==> src/pkg/dasq_defs.svh <==
// constants for the disk address sequencer: widths, limits, bus fields, sector layout
// assumes bus bit 0 is the most significant bit of every field
`ifndef DASQ_DEFS_SVH
`define DASQ_DEFS_SVH

// counter and host bus widths
`define DASQ_SECTOR_W 4
`define DASQ_HEAD_W 5
`define DASQ_CYL_W 8
`define DASQ_MP_W 18
`define DASQ_BUS_W 18

// highest legal counts, and the raw-function head carry sector
`define DASQ_SECTOR_MAX 4'h9
`define DASQ_SECTOR_RAW 4'h8
`define DASQ_HEAD_MAX 5'h13
`define DASQ_CYL_MAX 8'hCA
`define DASQ_MP_MAX 18'h3FFFF

// readback and load field positions on the host bus
`define DASQ_BUS_CYL_MSB 0
`define DASQ_BUS_CYL_LSB 7
`define DASQ_BUS_HEAD_MSB 8
`define DASQ_BUS_HEAD_LSB 12
`define DASQ_BUS_SEC_MSB 14
`define DASQ_BUS_SEC_LSB 17

// sector layout in host words
`define DASQ_DATA_WORDS 9'h080
`define DASQ_HEADER_WORDS 9'h001
`define DASQ_HOST_PER_WORD 9'h002
`define DASQ_SECTOR_HOST_WORDS \
  (9'((`DASQ_DATA_WORDS + `DASQ_HEADER_WORDS) * `DASQ_HOST_PER_WORD))

`endif

==> src/pkg/dasq_pkg.sv <==
// types shared by the disk address sequencer modules
// assumes the constants header is on the include path
`include "dasq_defs.svh"
`default_nettype none

package dasq_pkg;

  // transfer function codes
  typedef enum logic [2:0] {
    DASQ_FN_IDLE = 3'h0,
    DASQ_FN_READ = 3'h1,
    DASQ_FN_WRITE = 3'h2,
    DASQ_FN_RECAL = 3'h3,
    DASQ_FN_SEEK = 3'h4,
    DASQ_FN_READ_ALL = 3'h5,
    DASQ_FN_WRITE_ALL = 3'h6,
    DASQ_FN_WRITE_CHECK = 3'h7
  } dasq_func_type;

  // sequencer state beyond the counters
  typedef struct packed {
    logic [`DASQ_CYL_W-1:0] pos_meta;
    logic [`DASQ_CYL_W-1:0] pos_sync;
    logic se_prev;
    logic wrap;
    logic pack;
    logic match;
    logic seek;
    logic [`DASQ_BUS_W-1:0] bus_out;
    logic [8:0] host_words;
    logic sector_full;
  } dasq_seq_state_type;

endpackage

`default_nettype wire

==> src/pkg/dasq_cnt_if.sv <==
// control and status of one address counter
// assumes one controller and one counter per instance
`default_nettype none

interface dasq_cnt_if #(parameter int W = 4);
  logic clr;
  logic load;
  logic step;
  logic [W-1:0] load_val;
  logic [W-1:0] value;
  logic illegal;
  logic at_max;

  modport cnt (input clr, load, step, load_val, output value, illegal, at_max);
  modport ctl (output clr, load, step, load_val, input value, illegal, at_max);
endinterface

`default_nettype wire

==> src/hw/dasq_top.sv <==
// disk address sequencer: sector, head, cylinder and memory pointer
// assumes strobes and error levels come from logic on MCLK;
// the drive position report arrives from the unit cable, unsynchronised
`include "dasq_defs.svh"
`default_nettype none

module dasq_top
  import dasq_pkg::*;
(
  input wire logic MCLK,                                // system clock
  input wire logic RESET_N,                             // async reset, active low
  input wire logic [0:`DASQ_BUS_W-1] IO_BUS_IN,         // host bus data, bit 0 msb
  input wire logic LOAD_DISK_ADDRESS_CMD,               // preset address counters
  input wire logic LOAD_MEMORY_POINTER_CMD,             // preset memory pointer
  input wire logic READ_DISK_ADDRESS_CMD,               // address readback
  input wire logic CONTROLLER_CLEAR,                    // clears all counters
  input wire logic SECTOR_COUNTER_CLEAR,                // clears sector only
  input wire logic HEAD_COUNTER_CLEAR,                  // clears head only
  input wire logic CYLINDER_COUNTER_CLEAR,              // clears cylinder only
  input wire logic MEMORY_POINTER_CLEAR,                // clears pointer only
  input wire logic SECTOR_END,                          // high over each sector end
  input wire logic MAINT_SECTOR_STEP,                   // one-cycle maintenance step
  input wire logic WORD_PARITY_ERROR,                   // word parity error seen
  input wire logic LONGITUDINAL_PARITY_ERROR,           // longitudinal parity error
  input wire logic COMPARE_MISMATCH_ERROR,              // write check mismatch
  input wire logic TIMING_ERROR,                        // data timing error
  input wire logic NORMAL_MODE,                         // high normal, low format
  input wire logic [2:0] FUNCTION_CODE,                 // current function
  input wire logic WORD_MOVED,                          // one-cycle host word done
  input wire logic [`DASQ_CYL_W-1:0] DRIVE_POSITION_REPORT, // drive cylinder
  output logic [`DASQ_SECTOR_W-1:0] SECTOR_ADDRESS,     // sector counter
  output logic [`DASQ_HEAD_W-1:0] HEAD_ADDRESS,         // head counter
  output logic [`DASQ_CYL_W-1:0] CYLINDER_ADDRESS,      // cylinder counter
  output logic [`DASQ_MP_W-1:0] MEMORY_POINTER,         // memory pointer counter
  output logic SECTOR_ILLEGAL,                          // sector code illegal
  output logic HEAD_ILLEGAL,                            // head code illegal
  output logic CYLINDER_ILLEGAL,                        // cylinder code illegal
  output logic SECTOR_WRAP_FLAG,                        // wrap pending to zero
  output logic PACK_LIMIT_REACHED,                      // pack_limit_reached, sticky
  output logic CYLINDER_MATCH,                          // counter equals drive
  output logic SEEK_NEEDED,                             // counter differs from drive
  output logic [0:`DASQ_BUS_W-1] BUS_OUT,               // readback data
  output logic SECTOR_WORDS_DONE                        // full sector moved
);

  // ****************************************
  // reset release
  // ****************************************
  logic [1:0] rst_sync_q;
  logic rst_n;

  // two-stage release of the async reset
  always_ff @(posedge MCLK or negedge RESET_N) begin
    if (!RESET_N) begin
      rst_sync_q <= 2'h0;
    end else begin
      rst_sync_q <= {rst_sync_q[0], 1'b1};
    end
  end
  assign rst_n = rst_sync_q[1];

  // ****************************************
  // counters
  // ****************************************
  dasq_cnt_if #(.W(`DASQ_SECTOR_W)) sec_if ();
  dasq_cnt_if #(.W(`DASQ_HEAD_W)) hd_if ();
  dasq_cnt_if #(.W(`DASQ_CYL_W)) cy_if ();
  dasq_cnt_if #(.W(`DASQ_MP_W)) mp_if ();

  dasq_counter #(.W(`DASQ_SECTOR_W), .MAX(`DASQ_SECTOR_MAX), .CHECK(1'b1)) u_sector (
    .clk(MCLK),
    .rst_n(rst_n),
    .c(sec_if.cnt)
  );

  dasq_counter #(.W(`DASQ_HEAD_W), .MAX(`DASQ_HEAD_MAX), .CHECK(1'b1)) u_head (
    .clk(MCLK),
    .rst_n(rst_n),
    .c(hd_if.cnt)
  );

  dasq_counter #(.W(`DASQ_CYL_W), .MAX(`DASQ_CYL_MAX), .CHECK(1'b1)) u_cyl (
    .clk(MCLK),
    .rst_n(rst_n),
    .c(cy_if.cnt)
  );

  dasq_counter #(.W(`DASQ_MP_W), .MAX(`DASQ_MP_MAX), .CHECK(1'b0)) u_mptr (
    .clk(MCLK),
    .rst_n(rst_n),
    .c(mp_if.cnt)
  );

  // ****************************************
  // event decode
  // ****************************************
  dasq_seq_state_type s_q;
  dasq_seq_state_type s_d;
  dasq_func_type func;
  logic lead;
  logic trail;
  logic fault;
  logic sec_ok;
  logic raw_fn;
  logic track_fn;
  logic head_step;
  logic cyl_step;
  logic pack_hit;
  logic sec_quiet;
  logic [`DASQ_CYL_W-1:0] bus_cyl;
  logic [`DASQ_HEAD_W-1:0] bus_head;
  logic [`DASQ_SECTOR_W-1:0] bus_sec;

  assign func = dasq_func_type'(FUNCTION_CODE);
  assign bus_cyl = IO_BUS_IN[`DASQ_BUS_CYL_MSB:`DASQ_BUS_CYL_LSB];
  assign bus_head = IO_BUS_IN[`DASQ_BUS_HEAD_MSB:`DASQ_BUS_HEAD_LSB];
  assign bus_sec = IO_BUS_IN[`DASQ_BUS_SEC_MSB:`DASQ_BUS_SEC_LSB];

  // edges of the sector end level
  assign lead = SECTOR_END && !s_q.se_prev;
  assign trail = !SECTOR_END && s_q.se_prev;

  assign fault = WORD_PARITY_ERROR || LONGITUDINAL_PARITY_ERROR ||
                 COMPARE_MISMATCH_ERROR || TIMING_ERROR;
  assign sec_ok = lead && NORMAL_MODE && !fault;

  assign raw_fn = (func == DASQ_FN_READ_ALL) || (func == DASQ_FN_WRITE_ALL);
  assign track_fn = (func == DASQ_FN_READ) || (func == DASQ_FN_WRITE) ||
                    (func == DASQ_FN_WRITE_CHECK);

  // no other sector action in this cycle
  assign sec_quiet = !MAINT_SECTOR_STEP && !LOAD_DISK_ADDRESS_CMD &&
                     !CONTROLLER_CLEAR && !SECTOR_COUNTER_CLEAR;

  // head carry on wrap; raw carry leaving sector eight
  assign head_step = sec_ok && ((track_fn && sec_if.at_max) ||
                     (raw_fn && (sec_if.value == `DASQ_SECTOR_RAW)));
  assign cyl_step = head_step && hd_if.at_max;
  assign pack_hit = cyl_step && cy_if.at_max;

  // ****************************************
  // counter control
  // ****************************************
  // sector end or maintenance advances, blocked at nine
  assign sec_if.step = (sec_ok || MAINT_SECTOR_STEP) && !sec_if.at_max;
  // clear on trailing edge when wrap pending
  assign sec_if.clr = CONTROLLER_CLEAR || SECTOR_COUNTER_CLEAR ||
                      (trail && s_q.wrap) || (MAINT_SECTOR_STEP && sec_if.at_max);
  assign sec_if.load = LOAD_DISK_ADDRESS_CMD;
  assign sec_if.load_val = bus_sec;

  assign hd_if.step = head_step && !hd_if.at_max;
  assign hd_if.clr = CONTROLLER_CLEAR || HEAD_COUNTER_CLEAR || cyl_step;
  assign hd_if.load = LOAD_DISK_ADDRESS_CMD;
  assign hd_if.load_val = bus_head;

  assign cy_if.step = cyl_step && !cy_if.at_max;
  assign cy_if.clr = CONTROLLER_CLEAR || CYLINDER_COUNTER_CLEAR || pack_hit;
  assign cy_if.load = LOAD_DISK_ADDRESS_CMD;
  assign cy_if.load_val = bus_cyl;

  assign mp_if.load = LOAD_MEMORY_POINTER_CMD;
  assign mp_if.load_val = IO_BUS_IN;
  assign mp_if.clr = MEMORY_POINTER_CLEAR || CONTROLLER_CLEAR;
  assign mp_if.step = WORD_MOVED;

  // ****************************************
  // sequencer state
  // ****************************************
  // next state of flags, synchroniser, readback and word tally
  always_comb begin
    s_d = s_q;
    s_d.pos_meta = DRIVE_POSITION_REPORT;
    s_d.pos_sync = s_q.pos_meta;
    s_d.se_prev = SECTOR_END;
    // arm wrap at leading edge, set wins
    if (sec_ok && sec_if.at_max) begin
      s_d.wrap = 1'b1;
    end else if (trail || LOAD_DISK_ADDRESS_CMD || CONTROLLER_CLEAR) begin
      s_d.wrap = 1'b0;
    end
    if (pack_hit) begin
      s_d.pack = 1'b1;
    end else if (LOAD_DISK_ADDRESS_CMD || CONTROLLER_CLEAR) begin
      s_d.pack = 1'b0;
    end
    s_d.match = (cy_if.value == s_q.pos_sync);
    s_d.seek = (cy_if.value != s_q.pos_sync);
    if (READ_DISK_ADDRESS_CMD) begin
      s_d.bus_out = {cy_if.value, hd_if.value, 1'b0, sec_if.value};
    end else begin
      s_d.bus_out = '0;
    end
    if (lead || CONTROLLER_CLEAR) begin
      s_d.host_words = 9'h000;
      s_d.sector_full = 1'b0;
    end else if (WORD_MOVED && !s_q.sector_full) begin
      s_d.host_words = s_q.host_words + 9'h001;
      s_d.sector_full = (s_d.host_words == `DASQ_SECTOR_HOST_WORDS);
    end
  end

  // state register
  always_ff @(posedge MCLK or negedge rst_n) begin
    if (!rst_n) begin
      s_q <= '0;
    end else begin
      s_q <= s_d;
    end
  end

  // ****************************************
  // outputs
  // ****************************************
  assign SECTOR_ADDRESS = sec_if.value;
  assign HEAD_ADDRESS = hd_if.value;
  assign CYLINDER_ADDRESS = cy_if.value;
  assign MEMORY_POINTER = mp_if.value;
  assign SECTOR_ILLEGAL = sec_if.illegal;
  assign HEAD_ILLEGAL = hd_if.illegal;
  assign CYLINDER_ILLEGAL = cy_if.illegal;
  assign SECTOR_WRAP_FLAG = s_q.wrap;
  assign PACK_LIMIT_REACHED = s_q.pack;
  assign CYLINDER_MATCH = s_q.match;
  assign SEEK_NEEDED = s_q.seek;
  assign BUS_OUT = s_q.bus_out;
  assign SECTOR_WORDS_DONE = s_q.sector_full;
endmodule

`default_nettype wire

==> src/hw/dasq_counter.sv <==
// loadable up-counter with illegal-code decode
// assumes clear, load and step come from logic on the same clock
`default_nettype none

module dasq_counter #(
  parameter int W = 4,
  parameter logic [W-1:0] MAX = '1,
  parameter logic CHECK = 1'b1
) (
  input wire logic clk,    // system clock
  input wire logic rst_n,  // synchronised reset, active low
  dasq_cnt_if.cnt c        // control and status
);

  typedef struct packed {
    logic [W-1:0] value;
    logic illegal;
  } dasq_cnt_state_type;

  dasq_cnt_state_type s_q;
  dasq_cnt_state_type s_d;

  // ****************************************
  // next value
  // ****************************************
  // load presets the bits, otherwise clear, otherwise count
  always_comb begin
    s_d = s_q;
    if (c.load) begin
      s_d.value = c.load_val;
    end else if (c.clr) begin
      s_d.value = '0;
    end else if (c.step) begin
      s_d.value = s_q.value + 1'b1;
    end
    s_d.illegal = CHECK && (s_d.value > MAX);
  end

  // state register
  always_ff @(posedge clk or negedge rst_n) begin
    if (!rst_n) begin
      s_q <= '0;
    end else begin
      s_q <= s_d;
    end
  end

  assign c.value = s_q.value;
  assign c.illegal = s_q.illegal;
  assign c.at_max = (s_q.value == MAX);
endmodule

`default_nettype wire

==> config.mk <==
export PLATFORM = sky130hd
export DESIGN_NAME = dasq_top
export DESIGN_NICKNAME = d
export VERILOG_FILES = /design/src/pkg/dasq_pkg.sv /design/src/pkg/dasq_cnt_if.sv /design/src/hw/dasq_top.sv /design/src/hw/dasq_counter.sv
export VERILOG_INCLUDE_DIRS = /design/src /design/src/pkg
export SDC_FILE = /design/constraint.sdc
export NUM_CORES = 1
export LEC_CHECK = 0
export ABC_CLOCK_PERIOD_IN_PS = 2950
export BUFFER_PORTS_ARGS = -buffer_cell sky130_fd_sc_hd__buf_2
export CAP_MARGIN = 20
export CORE_UTILIZATION = 30
export DETAILED_ROUTE_END_ITERATION = 7
export GPL_ROUTABILITY_DRIVEN = 0
export MAX_ROUTING_LAYER = met4
export PLACE_DENSITY_LB_ADDON = 0.05
export SKIP_LAST_GASP = 1
export SYNTH_ARGS = -nofsm -noshare
export SYNTH_HDL_FRONTEND = slang
export SYNTH_SLANG_ARGS = --single-unit
export TNS_END_PERCENT = 5
==> constraint.sdc <==
create_clock -name MCLK -period 2.95 [get_ports MCLK]
set_input_delay 0 -clock MCLK [delete_from_list [all_inputs] [get_ports MCLK]]
set_output_delay 0 -clock MCLK [all_outputs]
set_load 0.02 [all_outputs]
-- Word level (Yosys, flattened, before mapping)
Cells that the tools add are included.
- add/subtract/negate cells: 5
- order comparisons: 3
- reduce and logical (&&, ||, !) cells: 47
- equal/unequal tests: 12
- mux-type cells: 19
- operator list (kind ; count):
    18-bit two-way mux ; 4
    8-bit two-way mux ; 3
    1-bit logical OR ; 20
    10-bit two-way mux ; 2
    18-bit by 1-bit adder with 18-bit output (second input constant) ; 1
    1-bit logical AND ; 16
    5-bit two-way mux ; 3
    4-bit two-way mux ; 3
    9-bit by 1-bit adder with 9-bit output (second input constant) ; 1
    3-bit equality test (second input constant) ; 3
    9-bit equality test (second input constant) ; 1
    8-bit by 1-bit adder with 8-bit output (second input constant) ; 1
    4-bit equality test (second input constant) ; 2
    8-bit equality test ; 1
    8-bit equality test (second input constant) ; 1
    8-bit greater-than comparator (second input constant) ; 1
    8-bit inequality test ; 1
    1-bit zero test ; 7
    2-bit nonzero test ; 3
    5-bit by 1-bit adder with 5-bit output (second input constant) ; 1
    5-bit equality test (second input constant) ; 1
    5-bit greater-than comparator (second input constant) ; 1
    4-bit by 1-bit adder with 4-bit output (second input constant) ; 1
    4-bit greater-than comparator (second input constant) ; 1
    4 further kinds ; 7
- output and inout port bits: 61
- word-level logic and storage cells: 104
- input bits: 47
- bits in registers: 89

-- Longest topological paths before layout
- word-level depth: 12
- gate-level depth with buffers: 10
- mapped depth without buffers: 9

-- By module
A second synthesis with hierarchy kept.
- cell total of the unflattened synthesis: 421
- area, all modules: 4408.0 µm²
- by module, submodules not included (module ; times used ; seq. area each (µm²) ; cells each ; area each (µm²)):
    dasq_top ; 1 ; 1251.2 ; 180 ; 2127.0
    dasq_counter at u_mptr ; 1 ; 450.4 ; 122 ; 1103.6
    dasq_counter at u_cyl ; 1 ; 225.2 ; 54 ; 510.5
    dasq_counter at u_head ; 1 ; 150.1 ; 33 ; 350.3
    dasq_counter at u_sector ; 1 ; 125.1 ; 32 ; 316.6

-- Least setup slack after synthesis
Ideal clock, no wire load.
- kind: reg-to-reg
- start point: register u_sector.s_q (netlist bit u_sector.c.value[1])
- end point: register u_cyl.s_q (netlist bit u_cyl.c.illegal)
- clock period less this slack: 2.440 ns
- data arrival time: 2.314 ns
- setup slack: 0.510 ns
- required time: 2.824 ns
- buffers on the path: 0
- stages on the path, launching flop included: 10
- setup time: 0.126 ns
- cell sequence: dfrtp_1 inv_1 ha_1 mux2i_1 o21a_1 or4_4 nor2_1 xnor2_1 o21ai_1 o311a_1
- RTL lines (item ; RTL line ; text):
    start, declared ; dasq_counter.sv:20 ; dasq_cnt_state_type s_q;
    start signal, assigned ; dasq_counter.sv:42 ; s_q <= '0;
    start signal, assigned ; dasq_counter.sv:44 ; s_q <= s_d;
    end signal, assigned ; dasq_counter.sv:42 ;
    end signal, assigned ; dasq_counter.sv:44 ;
    end, declared ; dasq_counter.sv:20 ;

==> metrics.log <==
[metrics] maximum buffer depth of the clock tree: 2
[metrics] DR pass1 iterations: 6
[metrics] Worst Path Buf+Inv: 2
[metrics] site row count: 43
[metrics] clock input transition at the sequential cells of the worst setup and hold paths: roughly 0.070 ns
[metrics] Placement Cell Area: between 4000 and 5000 um^2
[metrics] number of max-capacitance violations reported: 0
[metrics] outcome: completed
[metrics] die outline area: 15000 um^2
[metrics] die span in y: 122 um
[metrics] most area-consuming cells after synthesis: sky130_fd_sc_hd__dfrtp_1 51%, sky130_fd_sc_hd__nand2_1 5.8%, sky130_fd_sc_hd__a21oi_1 3.9%
[metrics] final critical-path share of the clock period: 0.879
[metrics] largest incremental delay on the critical path: about 0.6 ns
[metrics] Crit Path Class: reg2reg
[metrics] CTS H-Tree Depth: 3
[metrics] static leakage: around 2.6 nW
[metrics] global-route wire length before repair: around 19000 um
[metrics] Die Wd: around 120 um
[metrics] post-route DRC violation count: 0
[metrics] count of yosys warnings during synthesis: 0
[metrics] post-synthesis async set-or-reset flop share: 1.00
[metrics] area added between synthesis and finish: 28.5%
[metrics] HPWL reported at the end of detailed placement: 8670 um
[metrics] top cell family by delay on the critical path: buffers and inverters
[metrics] fraction of layout cells with a size suffix above 1: 0.232
[metrics] Post-Synthesis Mean Instance Area: 9.56 um^2
[metrics] hold slack: ~0.05 ns
[metrics] class of the tightest hold or removal check: in2reg
[metrics] clock tree root driver cell: sky130_fd_sc_hd__clkbuf_16
[metrics] ordered list of cells on the worst path: inv_1 -> ha_1 -> mux2i_1 -> o21ai_2 -> nand4_1 -> nor3_1 -> a21oi_1 -> o41ai_1 -> dlygate4sd3_1
[metrics] setup TNS: 0 ns
[metrics] maximum number of pins on one net before global-route repair: 87
[metrics] per-cell via count in the routed design: 4.78
[metrics] final hold vios: 0
[metrics] Worst Max-Slew Pin Slew: approximately 0.70 ns
[metrics] required time at the endpoint of the critical path: around 3.2 ns
[metrics] setup repair after global routing missed its margin: no
[metrics] total congestion overflow after global routing: 0
[metrics] shortest period the worst path allows: around 2.6 ns
[metrics] number of sinks driven by the clock tree: 88
[metrics] Layout Cell Area excl Fill: 5580 um^2
[metrics] antenna violations before repair: 0
[metrics] Final nets: approximately 630
[metrics] starting density of the core: 0.310
[metrics] number of port buffers: between 100 and 150
[metrics] core box area: 14000 um^2
[metrics] via count of the routed design: approximately 3600
[metrics] cell area after synthesis: 4340 um^2
[metrics] worst slew slack as a fraction of its limit: 0.533
[metrics] area fraction of the dominant cell type after synthesis: 0.507
[metrics] # diodes: 0
[metrics] Num CTS Buffers: 9
[metrics] top achievable clock speed: roughly 390 MHz
[metrics] count of routing violations after the opening detailed-route iteration: approximately 140
[metrics] post_cts resized: 0
[metrics] critical path data arrival time: ~2.9 ns
[metrics] number of global-route vias before repair: ~3600
[metrics] buffers inserted during post-CTS setup optimization: 0
[metrics] most instantiated cells after synthesis: 88 x sky130_fd_sc_hd__dfrtp_1, 67 x sky130_fd_sc_hd__nand2_1, 34 x sky130_fd_sc_hd__a21oi_1, 28 x sky130_fd_sc_hd__nor2_1, 19 x sky130_fd_sc_hd__and2_1
[metrics] I/O pin total: around 110
[metrics] insertion delay of the later-clocked pin in the worst-skew pair: 0.35 ns
[metrics] clock tree from TritonCTS: built
[metrics] number of buffers inserted by hold repair at cts: 31
[metrics] all-layer global routing usage: 0.175
[metrics] Worst Clk Skew: 0.00982 ns
[metrics] CP max FO: 5
[metrics] final setup vio count: 0
[metrics] number of enable flip-flop cells after synthesis: 0
[metrics] number of slew-limit violations in the final report: 0
[metrics] wirelength, routed: 12100 um
[metrics] routed len/inst: approximately 16 um
[metrics] most used standard cell by instance count after synthesis: sky130_fd_sc_hd__dfrtp_1
[metrics] Post-DRT Antenna Nets: 0
[metrics] worst supply voltage drop on vdd: 0.000264 V
[metrics] Gate Count Post-Synth: 454
[metrics] startpoint type of the worst setup path: flop
[metrics] Post-Synthesis Net Count: between 500 and 600
[metrics] total power per unit cell area: 534 nW/um^2
[metrics] CP max-delay cell: sky130_fd_sc_hd__dlygate4sd3_1
[metrics] post-synthesis register bit count: ~90
[metrics] critical path endpoint category: flop
[metrics] share of synthesized area occupied by flip-flops and latches: 0.507
[metrics] primary flip-flop cell chosen by synthesis mapping: sky130_fd_sc_hd__dfrtp_1
[metrics] Synth cell types: 53
[metrics] largest area contributor in the synthesized netlist: sky130_fd_sc_hd__dfrtp_1
## cells in the final DEF (no fill, tap or decap), types with 3 or more instances in the layout
master	instances
sky130_fd_sc_hd__buf_2	106
sky130_fd_sc_hd__dfrtp_1	87
sky130_fd_sc_hd__nand2_1	67
sky130_fd_sc_hd__a21oi_1	34
sky130_fd_sc_hd__dlygate4sd3_1	31
sky130_fd_sc_hd__nor2_1	28
sky130_fd_sc_hd__and2_1	19
sky130_fd_sc_hd__o21ai_1	17
sky130_fd_sc_hd__xor2_1	17
sky130_fd_sc_hd__nand3_1	16
sky130_fd_sc_hd__nand4_1	15
sky130_fd_sc_hd__inv_1	14
sky130_fd_sc_hd__o21ai_0	12
sky130_fd_sc_hd__xnor2_1	11
sky130_fd_sc_hd__nor3_1	9
sky130_fd_sc_hd__ha_1	9
sky130_fd_sc_hd__clkbuf_16	9
sky130_fd_sc_hd__a22o_1	6
sky130_fd_sc_hd__o21a_1	5
sky130_fd_sc_hd__nor4_1	5
sky130_fd_sc_hd__or3_1	5
sky130_fd_sc_hd__o31ai_1	4
sky130_fd_sc_hd__nand2b_1	3
sky130_fd_sc_hd__a21o_1	3
sky130_fd_sc_hd__clkinvlp_4	3
## per-layer routing
metal / up-vias / global-route usage / share of wire
li1: 1787 / - / -
met1: 1748 / 0.238 / 0.49
met2: 82 / 0.260 / 0.46
met3: 8 / 0.0474 / 0.043
met4: 0 / 0.0404 / 0.0078
met5: - / - / 0
## registers in the layout, summed over array words and instances (netlist names)
signal and flops:
SECTOR_WORDS_DONE 1, s_q 18, u_cyl.c.illegal 1, u_mptr.c.value 18
BUS_OUT 17, SEEK_NEEDED 1, u_sector.c.value 4, rst_sync_q 2
u_cyl.c.value 8, SECTOR_WRAP_FLAG 1, u_sector.c.illegal 1, u_head.c.illegal 1
CYLINDER_MATCH 1, u_head.c.value 5, s_d 8, PACK_LIMIT_REACHED 1
## logic make-up after synthesis
logic type                 Yosys count  synth area share
other                                2           0.00173
and+or+nand+nor                    181             0.209
adders and majority gates            9            0.0259
xor gates and xnor gates            28            0.0565
buffers and inverters               47            0.0585
muxes                                2           0.00461
DFF                                 88             0.507
AOI/OAI and AO/OA                   97             0.136
## final timing paths
check                                           start           endpoint  slack [ns]  cells past startpoint
worst max-delay path              u_sector.c.value[1]  u_head.c.value[2]        0.36                      9
worst min-delay path            READ_DISK_ADDRESS_CMD        BUS_OUT[16]        0.05                      2
worst max register to register    u_sector.c.value[1]  u_head.c.value[2]        0.36                      9
worst min register to register          rst_sync_q[1]            s_d[40]        0.34                      1
max in group asynchronous               rst_sync_q[1]  u_mptr.c.value[5]        2.20                      1
min in group asynchronous               rst_sync_q[1]            s_d[40]        0.34                      1
## stage by stage
stage,instances,setup slack (ns),total power [W],utilization
after global routing,758,0.101,0.00312,0.399
after floorplan,454,0.317,0.00157,-
after CTS,758,0.369,0.00303,0.399
after global placement,711,0.472,0.00170,0.353
after detailed placement,711,0.408,0.00170,0.353
final,758,0.358,0.00298,0.399
## final cells by class
class	count	area (um^2)
timing repair buffer	140	876
clock buffer	10	239
inverter	15	56.3
multi-input combinational	319	1890
tap	180	225
sequential	88	2210
fill	1438	8410
clock inverter	6	91.3
## where the power goes
group | internal [W] | switching (W)
clock network | 0.000768 | 0.000501
registers | 0.00126 | 0.0000607
logic | 0.000154 | 0.000229
total | 0.00219 | 0.000790
No activity file was read; power rests on OpenSTA's default activity.
